`config.mk`:
```
export PLATFORM = sky130hd
export DESIGN_NAME = dcmc_top
export DESIGN_NICKNAME = d
export VERILOG_FILES = /design/src/hdl/dcmc_top.v
export VERILOG_INCLUDE_DIRS = /design/src /design/src/hdl
export SDC_FILE = /design/constraint.sdc
export NUM_CORES = 1
export LEC_CHECK = 0
export ABC_AREA = 1
export BUFFER_PORTS_ARGS = -buffer_cell sky130_fd_sc_hd__buf_2
export CORE_AREA = 2 2 166 168
export DETAILED_ROUTE_END_ITERATION = 10
export DIE_AREA = 0 0 168 170
export HOLD_SLACK_MARGIN = 0.05
export PLACE_DENSITY = 0.77
export SYNTH_ARGS = -nofsm -noshare
export SYNTH_HDL_FRONTEND = slang
export SYNTH_SLANG_ARGS = --single-unit
```
`constraint.sdc`:
```
create_clock -name hclk -period 1.8 [get_ports hclk]
set_input_delay 0.18 -clock hclk [delete_from_list [all_inputs] [get_ports hclk]]
set_output_delay 0.18 -clock hclk [all_outputs]
set_load 0.01 [all_outputs]
```
`src/hdl/dcmc_consts.vh`:
```
`ifndef DCMC_CONSTS_VH
`define DCMC_CONSTS_VH
// Register byte offsets
`define DCMC_OFF_POWER_MODE 12'h000
`define DCMC_OFF_VOUT_SEL 12'h004
`define DCMC_OFF_RANGE 12'h008
`define DCMC_OFF_REFERENCE 12'h00C
`define DCMC_OFF_MON_SEL 12'h010
`define DCMC_OFF_STATUS 12'h014
`define DCMC_OFF_CODE_BASE 12'h020
`define DCMC_OFF_CODE_LAST 12'h03C
// Field positions, widths and the channel count
`define DCMC_RANGE_BIT 2
`define DCMC_REF_SEL_BIT 0
`define DCMC_MODE_W 2
`define DCMC_NUM_CH 8
`define DCMC_CODE_W 16
`define DCMC_MON_W 5
// Reset values and the normal power mode
`define DCMC_POWER_MODE_RST 16'hFFFF
`define DCMC_VOUT_SEL_RST 8'h00
`define DCMC_MON_SEL_RST 5'h00
`define DCMC_CODE_RST 16'h0000
`define DCMC_MODE_NORMAL 2'b00
`define DCMC_RANGE_RST 1'b0
`define DCMC_REF_RST 1'b0
// Monitor select encodings
`define DCMC_MON_LAST 5'h1A
`define DCMC_MON_TEMP 5'h19
`define DCMC_MON_CH_LAST 5'h18
`endif

```
`src/hdl/dcmc_top.v`:
```
// Operation
// After reset every channel is a powered-down current output with its pin in high impedance.
// A channel's two-bit power mode of 00 enables it and any other value powers it down.
// A powered-down channel floats in current mode and is pulled to ground in voltage mode.
// A per-channel type bit selects voltage output when one and current output when zero.
// The host must zero a channel's code before switching its output type.
// Bit 2 of the range register sets gain two for every voltage channel, gain one when clear.
// Each 16-bit code is straight binary and drives the converter unchanged.
// Power-down keeps all settings readable and writable, but the pin ignores code changes.
// Bit 0 of the reference register enables the internal reference, external after reset.
// A monitor select write with an invalid value is ignored and the old value stays.
// The monitor output is powered down after reset, select value zero.
// Monitor value 3n+1, 3n+2, 3n+3 pick voltage, current, supply of channel n; 25 temp, 26 ground.
// Monitor select values above 26 are invalid.
//
// Local design decisions: the AHB-Lite slave port and the address map.
`timescale 1ns/1ps
`include "dcmc_consts.vh"
module dcmc_top (
  input wire hclk,
  input wire hresetn,
  input wire hsel,
  input wire [11:0] haddr,
  input wire [1:0] htrans,
  input wire hwrite,
  input wire [2:0] hsize,
  input wire [31:0] hwdata,
  input wire hready,
  output reg [31:0] hrdata,
  output reg hreadyout,
  output reg hresp,
  output reg [7:0] out_enable,
  output reg [7:0] out_voltage_mode,
  output reg [7:0] out_pulldown,
  output reg [127:0] out_code,
  output reg gain_double,
  output reg internal_ref_en,
  output reg monitor_enable,
  output reg [4:0] monitor_output
);

  // Stored configuration
  reg [15:0] channel_power_mode;
  reg [7:0] voltage_output_select;
  reg range_bit;
  reg ref_bit;
  reg [4:0] monitor_select_register;
  reg [127:0] code;

  // Bus front end state
  reg [11:0] addr_q;
  reg wr_q;
  reg rd_q;
  reg addr_phase;
  reg read_phase;

  // Register hits for the data-phase address
  reg hit_power;
  reg hit_vout;
  reg hit_range;
  reg hit_ref;
  reg hit_mon;
  reg hit_status;
  reg hit_code;
  reg [2:0] code_index;

  // Write strobes, one per register
  reg wr_power;
  reg wr_vout;
  reg wr_range;
  reg wr_ref;
  reg wr_mon;

  // Monitor select checking, read data and monitor enable
  reg mon_valid;
  reg [31:0] next_rdata;
  reg [15:0] code_word;
  reg [15:0] status_word;
  reg next_monitor_enable;

  // Source classes of the stored monitor select
  reg mon_src_channel;
  reg mon_src_temp;
  reg mon_src_ground;

  // Transfer qualifiers of the current address phase
  always @* begin
    addr_phase = hsel & hready & htrans[1];
    read_phase = addr_phase & ~hwrite;
  end

  // Data-phase direction flags
  always @(posedge hclk or negedge hresetn) begin
    if (!hresetn) begin
      wr_q <= 1'b0;
      rd_q <= 1'b0;
    end else begin
      wr_q <= addr_phase & hwrite;
      rd_q <= read_phase;
    end
  end

  // Address of an accepted address phase
  always @(posedge hclk or negedge hresetn) begin
    if (!hresetn) begin
      addr_q <= 12'h000;
    end else if (addr_phase) begin
      addr_q <= haddr;
    end
  end

  // One wait state on reads, so read data comes from settled registers
  always @(posedge hclk or negedge hresetn) begin
    if (!hresetn) begin
      hreadyout <= 1'b1;
    end else if (read_phase) begin
      hreadyout <= 1'b0;
    end else begin
      hreadyout <= 1'b1;
    end
  end

  // Response is always OKAY
  always @(posedge hclk or negedge hresetn) begin
    if (!hresetn) begin
      hresp <= 1'b0;
    end else begin
      hresp <= 1'b0;
    end
  end

  // Address decode of the data-phase address
  always @* begin
    hit_power = 1'b0;
    hit_vout = 1'b0;
    hit_range = 1'b0;
    hit_ref = 1'b0;
    hit_mon = 1'b0;
    hit_status = 1'b0;
    hit_code = 1'b0;
    code_index = addr_q[4:2];
    if (addr_q == `DCMC_OFF_POWER_MODE) begin
      hit_power = 1'b1;
    end else if (addr_q == `DCMC_OFF_VOUT_SEL) begin
      hit_vout = 1'b1;
    end else if (addr_q == `DCMC_OFF_RANGE) begin
      hit_range = 1'b1;
    end else if (addr_q == `DCMC_OFF_REFERENCE) begin
      hit_ref = 1'b1;
    end else if (addr_q == `DCMC_OFF_MON_SEL) begin
      hit_mon = 1'b1;
    end else if (addr_q == `DCMC_OFF_STATUS) begin
      hit_status = 1'b1;
    end else if (addr_q >= `DCMC_OFF_CODE_BASE && addr_q <= `DCMC_OFF_CODE_LAST) begin
      hit_code = 1'b1;
    end
  end

  // Write strobes for the data phase
  always @* begin
    wr_power = wr_q & hit_power;
    wr_vout = wr_q & hit_vout;
    wr_range = wr_q & hit_range;
    wr_ref = wr_q & hit_ref;
    wr_mon = wr_q & hit_mon & mon_valid;
  end

  // Select values above the last source, upper bits included, are refused
  always @* begin
    mon_valid = (hwdata[31:5] == 27'h000_0000) && (hwdata[4:0] <= `DCMC_MON_LAST);
  end

  // Per-channel power modes, all powered down after reset
  always @(posedge hclk or negedge hresetn) begin
    if (!hresetn) begin
      channel_power_mode <= `DCMC_POWER_MODE_RST;
    end else if (wr_power) begin
      channel_power_mode <= hwdata[15:0];
    end
  end

  // Per-channel output type, current output after reset
  always @(posedge hclk or negedge hresetn) begin
    if (!hresetn) begin
      voltage_output_select <= `DCMC_VOUT_SEL_RST;
    end else if (wr_vout) begin
      voltage_output_select <= hwdata[7:0];
    end
  end

  // Shared range bit
  always @(posedge hclk or negedge hresetn) begin
    if (!hresetn) begin
      range_bit <= `DCMC_RANGE_RST;
    end else if (wr_range) begin
      range_bit <= hwdata[`DCMC_RANGE_BIT];
    end
  end

  // Reference source bit
  always @(posedge hclk or negedge hresetn) begin
    if (!hresetn) begin
      ref_bit <= `DCMC_REF_RST;
    end else if (wr_ref) begin
      ref_bit <= hwdata[`DCMC_REF_SEL_BIT];
    end
  end

  // Monitor select, refused values keep the old one
  always @(posedge hclk or negedge hresetn) begin
    if (!hresetn) begin
      monitor_select_register <= `DCMC_MON_SEL_RST;
    end else if (wr_mon) begin
      monitor_select_register <= hwdata[4:0];
    end
  end

  // Code registers, writable whatever the power mode
  genvar c;
  generate
    for (c = 0; c < `DCMC_NUM_CH; c = c + 1) begin : code_reg
      localparam [2:0] IDX = c;
      wire write_here;

      assign write_here = wr_q & hit_code & (code_index == IDX);
      // Stored code of this channel
      always @(posedge hclk or negedge hresetn) begin
        if (!hresetn) begin
          code[c*16 +: 16] <= `DCMC_CODE_RST;
        end else if (write_here) begin
          code[c*16 +: 16] <= hwdata[15:0];
        end
      end
    end
  endgenerate

  // Code word addressed by the data-phase address
  always @* begin
    code_word = code[code_index*16 +: 16];
  end

  // Status word of the output stages
  always @* begin
    status_word = {out_voltage_mode, out_enable};
  end

  // Source class of the stored monitor select
  always @* begin
    mon_src_channel = (monitor_select_register != `DCMC_MON_SEL_RST)
      && (monitor_select_register <= `DCMC_MON_CH_LAST);
    mon_src_temp = (monitor_select_register == `DCMC_MON_TEMP);
    mon_src_ground = (monitor_select_register == `DCMC_MON_LAST);
  end

  // Read data mux, unmapped reads zero
  always @* begin
    next_rdata = 32'h0000_0000;
    if (hit_power) begin
      next_rdata = {16'h0000, channel_power_mode};
    end else if (hit_vout) begin
      next_rdata = {24'h00_0000, voltage_output_select};
    end else if (hit_range) begin
      next_rdata = {29'h0000_0000, range_bit, 2'b00};
    end else if (hit_ref) begin
      next_rdata = {31'h0000_0000, ref_bit};
    end else if (hit_mon) begin
      next_rdata = {27'h000_0000, monitor_select_register};
    end else if (hit_status) begin
      next_rdata = {16'h0000, status_word};
    end else if (hit_code) begin
      next_rdata = {16'h0000, code_word};
    end
  end

  // Read data registered at the end of the wait state
  always @(posedge hclk or negedge hresetn) begin
    if (!hresetn) begin
      hrdata <= 32'h0000_0000;
    end else if (rd_q) begin
      hrdata <= next_rdata;
    end
  end

  // Channel output stage controls, one copy per channel
  genvar g;
  generate
    for (g = 0; g < `DCMC_NUM_CH; g = g + 1) begin : ch
      wire [1:0] mode_field;
      wire next_enable;
      wire next_pulldown;

      // Mode field of this channel and the pin state it asks for
      assign mode_field = channel_power_mode[g*2 +: 2];
      assign next_enable = (mode_field == `DCMC_MODE_NORMAL);
      assign next_pulldown = ~next_enable & voltage_output_select[g];
      // Output stage state, code frozen while powered down
      always @(posedge hclk or negedge hresetn) begin
        if (!hresetn) begin
          out_enable[g] <= 1'b0;
          out_voltage_mode[g] <= 1'b0;
          out_pulldown[g] <= 1'b0;
          out_code[g*16 +: 16] <= `DCMC_CODE_RST;
        end else begin
          out_enable[g] <= next_enable;
          out_voltage_mode[g] <= voltage_output_select[g];
          out_pulldown[g] <= next_pulldown;
          if (next_enable) begin
            out_code[g*16 +: 16] <= code[g*16 +: 16];
          end
        end
      end
    end
  endgenerate

  // Shared gain for all voltage channels
  always @(posedge hclk or negedge hresetn) begin
    if (!hresetn) begin
      gain_double <= `DCMC_RANGE_RST;
    end else begin
      gain_double <= range_bit;
    end
  end

  // Reference source, external after reset
  always @(posedge hclk or negedge hresetn) begin
    if (!hresetn) begin
      internal_ref_en <= `DCMC_REF_RST;
    end else begin
      internal_ref_en <= ref_bit;
    end
  end

  // Monitor runs whenever a source is selected
  always @* begin
    next_monitor_enable = mon_src_channel | mon_src_temp | mon_src_ground;
  end

  // Monitor enable and select, powered down after reset
  always @(posedge hclk or negedge hresetn) begin
    if (!hresetn) begin
      monitor_enable <= 1'b0;
      monitor_output <= `DCMC_MON_SEL_RST;
    end else begin
      monitor_enable <= next_monitor_enable;
      monitor_output <= monitor_select_register;
    end
  end

endmodule // dcmc_top

```
==> results of run 1 <==
-- worst max-delay path by stage --
| stage | startpoint | end | slack, ns | depth (start not counted) |
|---|---|---|---|---|
| 2_1_floorplan | addr_q[8] | code[27] | 0.17 | 11 |
| 3_3_place_gp | addr_q[3] | hrdata[14] | -0.05 | 11 |
| 3_5_place_dp | addr_q[3] | hrdata[9] | -0.1 | 11 |
| 4_1_cts | addr_q[2] | channel_power_mode[1] | 0.001 | 12 |
| 5_1_grt | addr_q[3] | hrdata[2] | -0.16 | 13 |
| 6_report | addr_q[2] | hrdata[2] | -0.06 | 15 |
-- where the power goes --
part,leakage [nW],internal [mW],switching [mW]
clock,0.505,3.90,2.94
sequential,3.97,7.99,0.0879
combinational,6.07,0.545,1.01
total,10.5,12.4,4.04
-- cells by family after synthesis --
family	share of synthesized area
simple gates	0.171
compound gates	0.133
flops	0.603
buf+inv	0.0825
mux	0.0101
other cells	0.000258
-- stage by stage --
step                area, sq um  setup WS (ns)  hold WS (ns)
detailed placement        16600        -0.0984         0.149
floorplan                 14600          0.171        -0.116
global route              18400         -0.164         0.212
CTS                       17900        0.00131         0.196
global placement          16600        -0.0509         0.139
finish                    18400        -0.0639         0.168
-- cells in the final DEF (no fill, tap or decap), drive strengths merged, types with 3 or more instances in the layout --
master	instances
a21oi	143
nor2	198
a31oi	7
nor3	4
nand4	15
o21ai	206
o22ai	4
dfstp	17
nand3	20
inv	188
clkbuf	54
o211ai	10
clkinv	3
nand2	370
mux2	13
dfrtp	333
buf	315
conb	17
dlygate4sd3	14
a211oi	3
nor4	7
-- final cells by class --
| type | count | area share |
|---|---|---|
| clock buffer | 51 | 0.0530 |
| clock inverter | 6 | 0.00353 |
| inverter | 187 | 0.0395 |
| multi-input combinational | 1021 | 0.274 |
| sequential | 350 | 0.477 |
| tap | 341 | 0.0232 |
| timing repair buffer | 332 | 0.131 |
-- repair_timing --
action / 4_1_cts / 5_1_grt
buffers inserted: 8 / 7
pin swaps: 9 / 22
endpoints found under the setup margin: 172 / 169
hold buffers: 14 / 0
hold endpoints to repair: 191 / 0
resized for setup: 32 / 141
cloned: 0 / 7
-- layer usage --
layer | global-route usage | vias up | share of wire
met2 | 0.474 | 758 | 0.45
li1 | - | 5784 | -
met3 | 0.0698 | 133 | 0.11
met1 | 0.429 | 6272 | 0.39
met5 | 0 | - | 0
met4 | 0.127 | 0 | 0.044
-- worst max-delay path: cells and delay by family (launching register included) --
| family | cells | cell delay [ns] |
|---|---|---|
| DFF | 1 | 0.41 |
| and+or+nand+nor | 11 | 0.94 |
| buffers and inverters | 4 | 0.46 |
==> impl_results.md, run 1 <==
- CTS Buf Count: 35
- WL final: approximately 45000 um
- YS warnings: 0
- Clock tree buffer depth: 3
- # diodes: 0
- Crit path kind: reg -> reg
- Row cnt: 60
- Fin. Hold Viols: 0
- WL per Instance: around 20 um
- Synth Instances: roughly 1600
- CTS Sinks: between 300 and 400
- Skew final: 0.0208 ns
- Area grow syn2layout: 26.6%
- Post-route DRC: 0
- R2r setup slk: -0.06 ns
- Maxcap violations: 0
- Mapped Avg Cell Area: 8.90 sq um
- Worst skew pair latency: 0.51 ns
- CP cell instances: inv_2 > buf_12 > nand2_8 > inv_8 > nand2_2 > nor2_4 > buf_6 > nand2_2 > nor2_1 > nor2_1 > nand2_1 > nand2_1 > nand2_1 > nand2_1 > nand2_1
- Die area: 28600 sq um
- Iter 0 DRT Violations: between 1000 and 1500
- Multi-input gate area: 5040 sq um
- Final Worst Setup Slack: -0.0639 ns
- Achievable frequency: roughly 540 MHz
- First-pass DRT Iterations: 6
- Synth Register Bits: between 300 and 400
- Slew margin rel.: 0.469
- Finished Layout Cells: ~2300
- Vias in the first global route: around 12000
- Tcrit/Tclk final: 1.04
- Most used cell, CP: nand2_1
- Placed cell count: about 2200
- Global route overflow: 0
- Core ar.: between 20000 and 30000 sq um
- Failing checks: setup timing
- Area contributors post-synth: dfrtp_1 (57%), nand2_1 (9.2%), nor2_1 (5.0%)
- Worst-margin pin slew: roughly 0.80 ns
- Leak pwr: 10.5 nW
- Most instantiated library cell after synthesis: nand2_1
- Power density cells: a little under 900 nW/um^2
- Hold Crit Class: in -> reg
- Via density: 5.66
- Final Setup Violations: 56
- Slowest-stage cell, CP: dfrtp_1
- Status: complete, but fails checks
- Post-route setup TNS: -1.13 ns
- Min-delay src: hwdata[16]
- Initial antenna violation count: 0
- Req. time, crit path: between 2 and 2.5 ns
- Vias: 12900
- CP Capture Type: register
- Util after Layout: 0.691
- Top Ports: ~250
- Port bufs: 226
- Critical path fanouts, max: 7
- GPL Wtd Cong: around 0.94
- Hold depth: 6
- Top cells by count, synth: nand2_1 (357), dfrtp_1 (333), nor2_1 (193)
- Nets: 1981
- DRT antenna net count: 0
- Die Span X: 168 um
- Cell taking the most area after synthesis: dfrtp_1
- Reg area: between 8000 and 9000 sq um
- Largest net degree at the start of global routing: 63
- Die height: between 150 and 200 um
- Top-area cell type share of the netlist area: 0.573
- R2R Path End: hrdata[2]
- Worst-path clk slew: 0.06 ns
- Htree depth: 2
- Worst VDD drop: 0.000592 V
- Final HPWL DP: between 30000 and 40000 um
- Power Total: ~16 mW
- CTS tree: done
- Initial Utilization: 0.546
- Hold Path End: monitor_select_register[2]
- Mapped Area: roughly 15000 sq um
- Slew Limit Fails: 0
- Synth unique cells: 36
- Filler instances: 1924
- Crit path DAT: 2.32 ns
- Share of cells above drive strength 1: 0.265
- Ys async rst share: 1.00
- Most used flip-flop cell after synthesis: dfrtp_1
- First-pass GRT wire length: roughly 67000 um
- Max incr delay on CP: between 0.4 and 0.5 ns
- Sequential share of the synthesized area: 0.603
- Reg2reg start: addr_q[2]
- Tot GR Track Use: 0.308
- Root buf cell: clkbuf_16
- R2r worst-path depth: 15
- Tmin final: ~1.9 ns
- Setup crit start kind: register
- EDFF count, synth: 0
- Setup repair after global routing missed its margin: true
No activity file was read; power rests on OpenSTA's default activity.
==> run 2, diff against run 1 <==
--- a/config.mk
+++ b/config.mk
@@ -8,11 +8,11 @@
 export LEC_CHECK = 0
 export ABC_AREA = 1
 export BUFFER_PORTS_ARGS = -buffer_cell sky130_fd_sc_hd__buf_2
-export CORE_AREA = 2 2 166 168
+export CORE_AREA = 2 2 172 174
 export DETAILED_ROUTE_END_ITERATION = 10
-export DIE_AREA = 0 0 168 170
+export DIE_AREA = 0 0 174 176
 export HOLD_SLACK_MARGIN = 0.05
-export PLACE_DENSITY = 0.77
+export PLACE_DENSITY = 0.79
 export SYNTH_ARGS = -nofsm -noshare
 export SYNTH_HDL_FRONTEND = slang
 export SYNTH_SLANG_ARGS = --single-unit
==> constraint.sdc (replaced) <==
create_clock -name hclk -period 1.7 [get_ports hclk]
set_input_delay 0.17 -clock hclk [delete_from_list [all_inputs] [get_ports hclk]]
set_output_delay 0.17 -clock hclk [all_outputs]
set_load 0.01 [all_outputs]
==> run 2 against run 1 <==
  * The flow still finishes with violations (setup timing)
  * Wire length grew 4.6%
  * Fmax decreased by 2.2%
  * Largest power group unchanged
  * Via count is 0.89% higher
  * Clock skew about the same
  * Register-to-register slack worse by 0.14 ns
  * Utilization fell by 3.4 points
  * Cell count rose by 2.7%
  * First-iteration DRC count rose by 42%
  * Highest routed layer unchanged
==> impl_results.md, run 2 (synthesis gave the netlist of run 1 again) <==
- DRT antenna net count: 0
- Most frequent cells in the layout: nand2_1 (334), dfrtp_1 (331), buf_2 (225)
- Die height: 176 um
- Top Ports: 248
- Htree depth: 2
- Die area: 30600 sq um
- First-pass DRT Iterations: 6
- Final Setup Violations: approximately 120
- Max incr delay on CP: 0.39 ns
- Area grow syn2layout: 28.9%
- Skew final: slightly above 0.02 ns
- Reg area: just under 9000 sq um
- Port bufs: 226
- Hold Crit Class: in -> async
- Die Span X: between 150 and 200 um
- Hold Slack: about 0.15 ns
- CP Capture Type: register
- CTS Buf Count: 36
- Share of cells above drive strength 1: 0.265
- Most common cell after layout, fill and taps aside: nand2_1
- # diodes: 0
- GPL Wtd Cong: just over 0.9
- Req. time, crit path: just over 2 ns
- Initial Utilization: 0.510
- Initial antenna violation count: 0
- Setup repair after global routing missed its margin: true
- Post-route setup TNS: -8.20 ns
- P_sw: about 4.5 mW
- Row cnt: 62
- CTS Sinks: 350
- Maxcap violations: 0
- WL final: around 48000 um
- Multi-input gate area: slightly below 5000 sq um
- Crit path kind: reg -> reg
- Power density cells: slightly below 1000 nW/um^2
- Worst skew pair latency: between 0.5 and 0.6 ns
- Iter 0 DRT Violations: approximately 2100
- Worst-margin pin slew: about 0.75 ns
- Final Worst Setup Slack: -0.206 ns
- Finished Layout Cells: between 2000 and 2500
- Seq pwr share: 0.466
- Failing checks: setup timing
- WL per Instance: between 20 and 25 um
- Tot GR Track Use: 0.297
- Tcrit/Tclk final: 1.12
- Via density: ~5.6
- Slew Limit Fails: 0
- Clock tree buffer depth: 3
- CTS tree: done
- Final HPWL DP: approximately 32000 um
- Filler instances: ~2200
- Placed cell count: 2246
- Most used cell, CP: nand2_2
- Core ar.: around 29000 sq um
- Setup crit start kind: register
- First-pass GRT wire length: between 70000 and 80000 um
- Tmin final: about 1.9 ns
- Achievable frequency: 525 MHz
- Leak pwr: ~11 nW
- Slew margin rel.: 0.497
- Cell Area, Placed: 16600 sq um
- Post-route DRC: 0
- Slowest-stage cell, CP: dfrtp_1
- Crit path DAT: approximately 2.3 ns
- CP cell instances: nor2_2 > nand2_2 > clkinv_2 > nand2_2 > nor2_4 > nand2_4 > nor2_4 > nand2_2 > buf_12 > nand2_1 > o21ai_0
- Status: complete, but fails checks
- Vias in the first global route: around 12000
- Combinational Power Share: 0.089
- Nets: 1996
- Critical path fanouts, max: 32
- Largest net degree at the start of global routing: 66
- Global route overflow: 0
- Switching part of the total: 0.244
- Worst VDD drop: around 0.00063 V
- Vias: about 13000
- Fin. Hold Viols: 0
- Root buf cell: clkbuf_16
- Worst-path clk slew: ~0.060 ns
- Internal: 13.9 mW
- Post-route cell area: about 19000 sq um
- Clock Power Share: 0.445
[run 2: worst paths after layout]
| check | to | cells after the start | startpoint | slack (ns) |
|---|---|---|---|---|
| max | code[22] | 11 | addr_q[11] | -0.21 |
| min | out_code[31] | 2 | hresetn | 0.15 |
| max reg2reg | code[22] | 11 | addr_q[11] | -0.21 |
| min reg2reg | out_voltage_mode[5] | 0 | voltage_output_select[5] | 0.41 |
| max in group asynchronous | out_code[5] | 3 | hresetn | 0.81 |
| min in group hclk | monitor_select_register[4] | 6 | hwdata[16] | 0.16 |
[run 2: worst max-delay path, delay by kind of cell, from the launching register on]
| kind | cells | cell delay, ns |
|---|---|---|
| buf+inv | 2 | 0.26 |
| flops | 1 | 0.39 |
| simple gates | 8 | 0.98 |
| compound gates | 1 | 0.12 |
[run 2: power by group through the flow]
stage	sequential (mW)	combinational (mW)	clock (mW)
2_1_floorplan	8.70	0.572	0
3_3_place_gp	8.70	1.35	0
3_5_place_dp	8.70	1.37	0
4_1_cts	8.56	1.49	8.17
5_1_grt	8.58	1.74	8.53
6_report	8.57	1.64	8.19
[run 2: per-layer routing]
metal  vias up  routed length [um]  track usage
li1       5801                   -            -
met5         -                   0            0
met4         0                2030        0.113
met1      6253               18300        0.408
met2       866               21600        0.459
met3       142                5500       0.0752
[run 2: timing repair]
action,CTS,global route
pin swaps,13,38
cloned,3,12
gates resized for setup,59,84
hold buffers,14,0
endpoints found under the hold margin,345,0
endpoints found under the setup margin,126,174
buffers inserted,11,3
[run 2: layout make-up]
class / count / area share
flip-flops and latches: 350 / 0.468
multi-input cells: 1020 / 0.264
repair buffers: 347 / 0.139
clock buffers: 48 / 0.0548
inverters: 187 / 0.0390
well taps: 384 / 0.0256
clock inverters: 13 / 0.00967
[run 2: stage by stage]
stage | setup slack (ns) | power [mW] | util
6_report | -0.206 | 18.4 | 0.657
3_3_place_gp | -0.150 | 10.0 | 0.583
2_1_floorplan | 0.0714 | 9.27 | -
4_1_cts | -0.0543 | 18.2 | 0.638
5_1_grt | -0.284 | 18.9 | 0.657
3_5_place_dp | -0.166 | 10.1 | 0.583
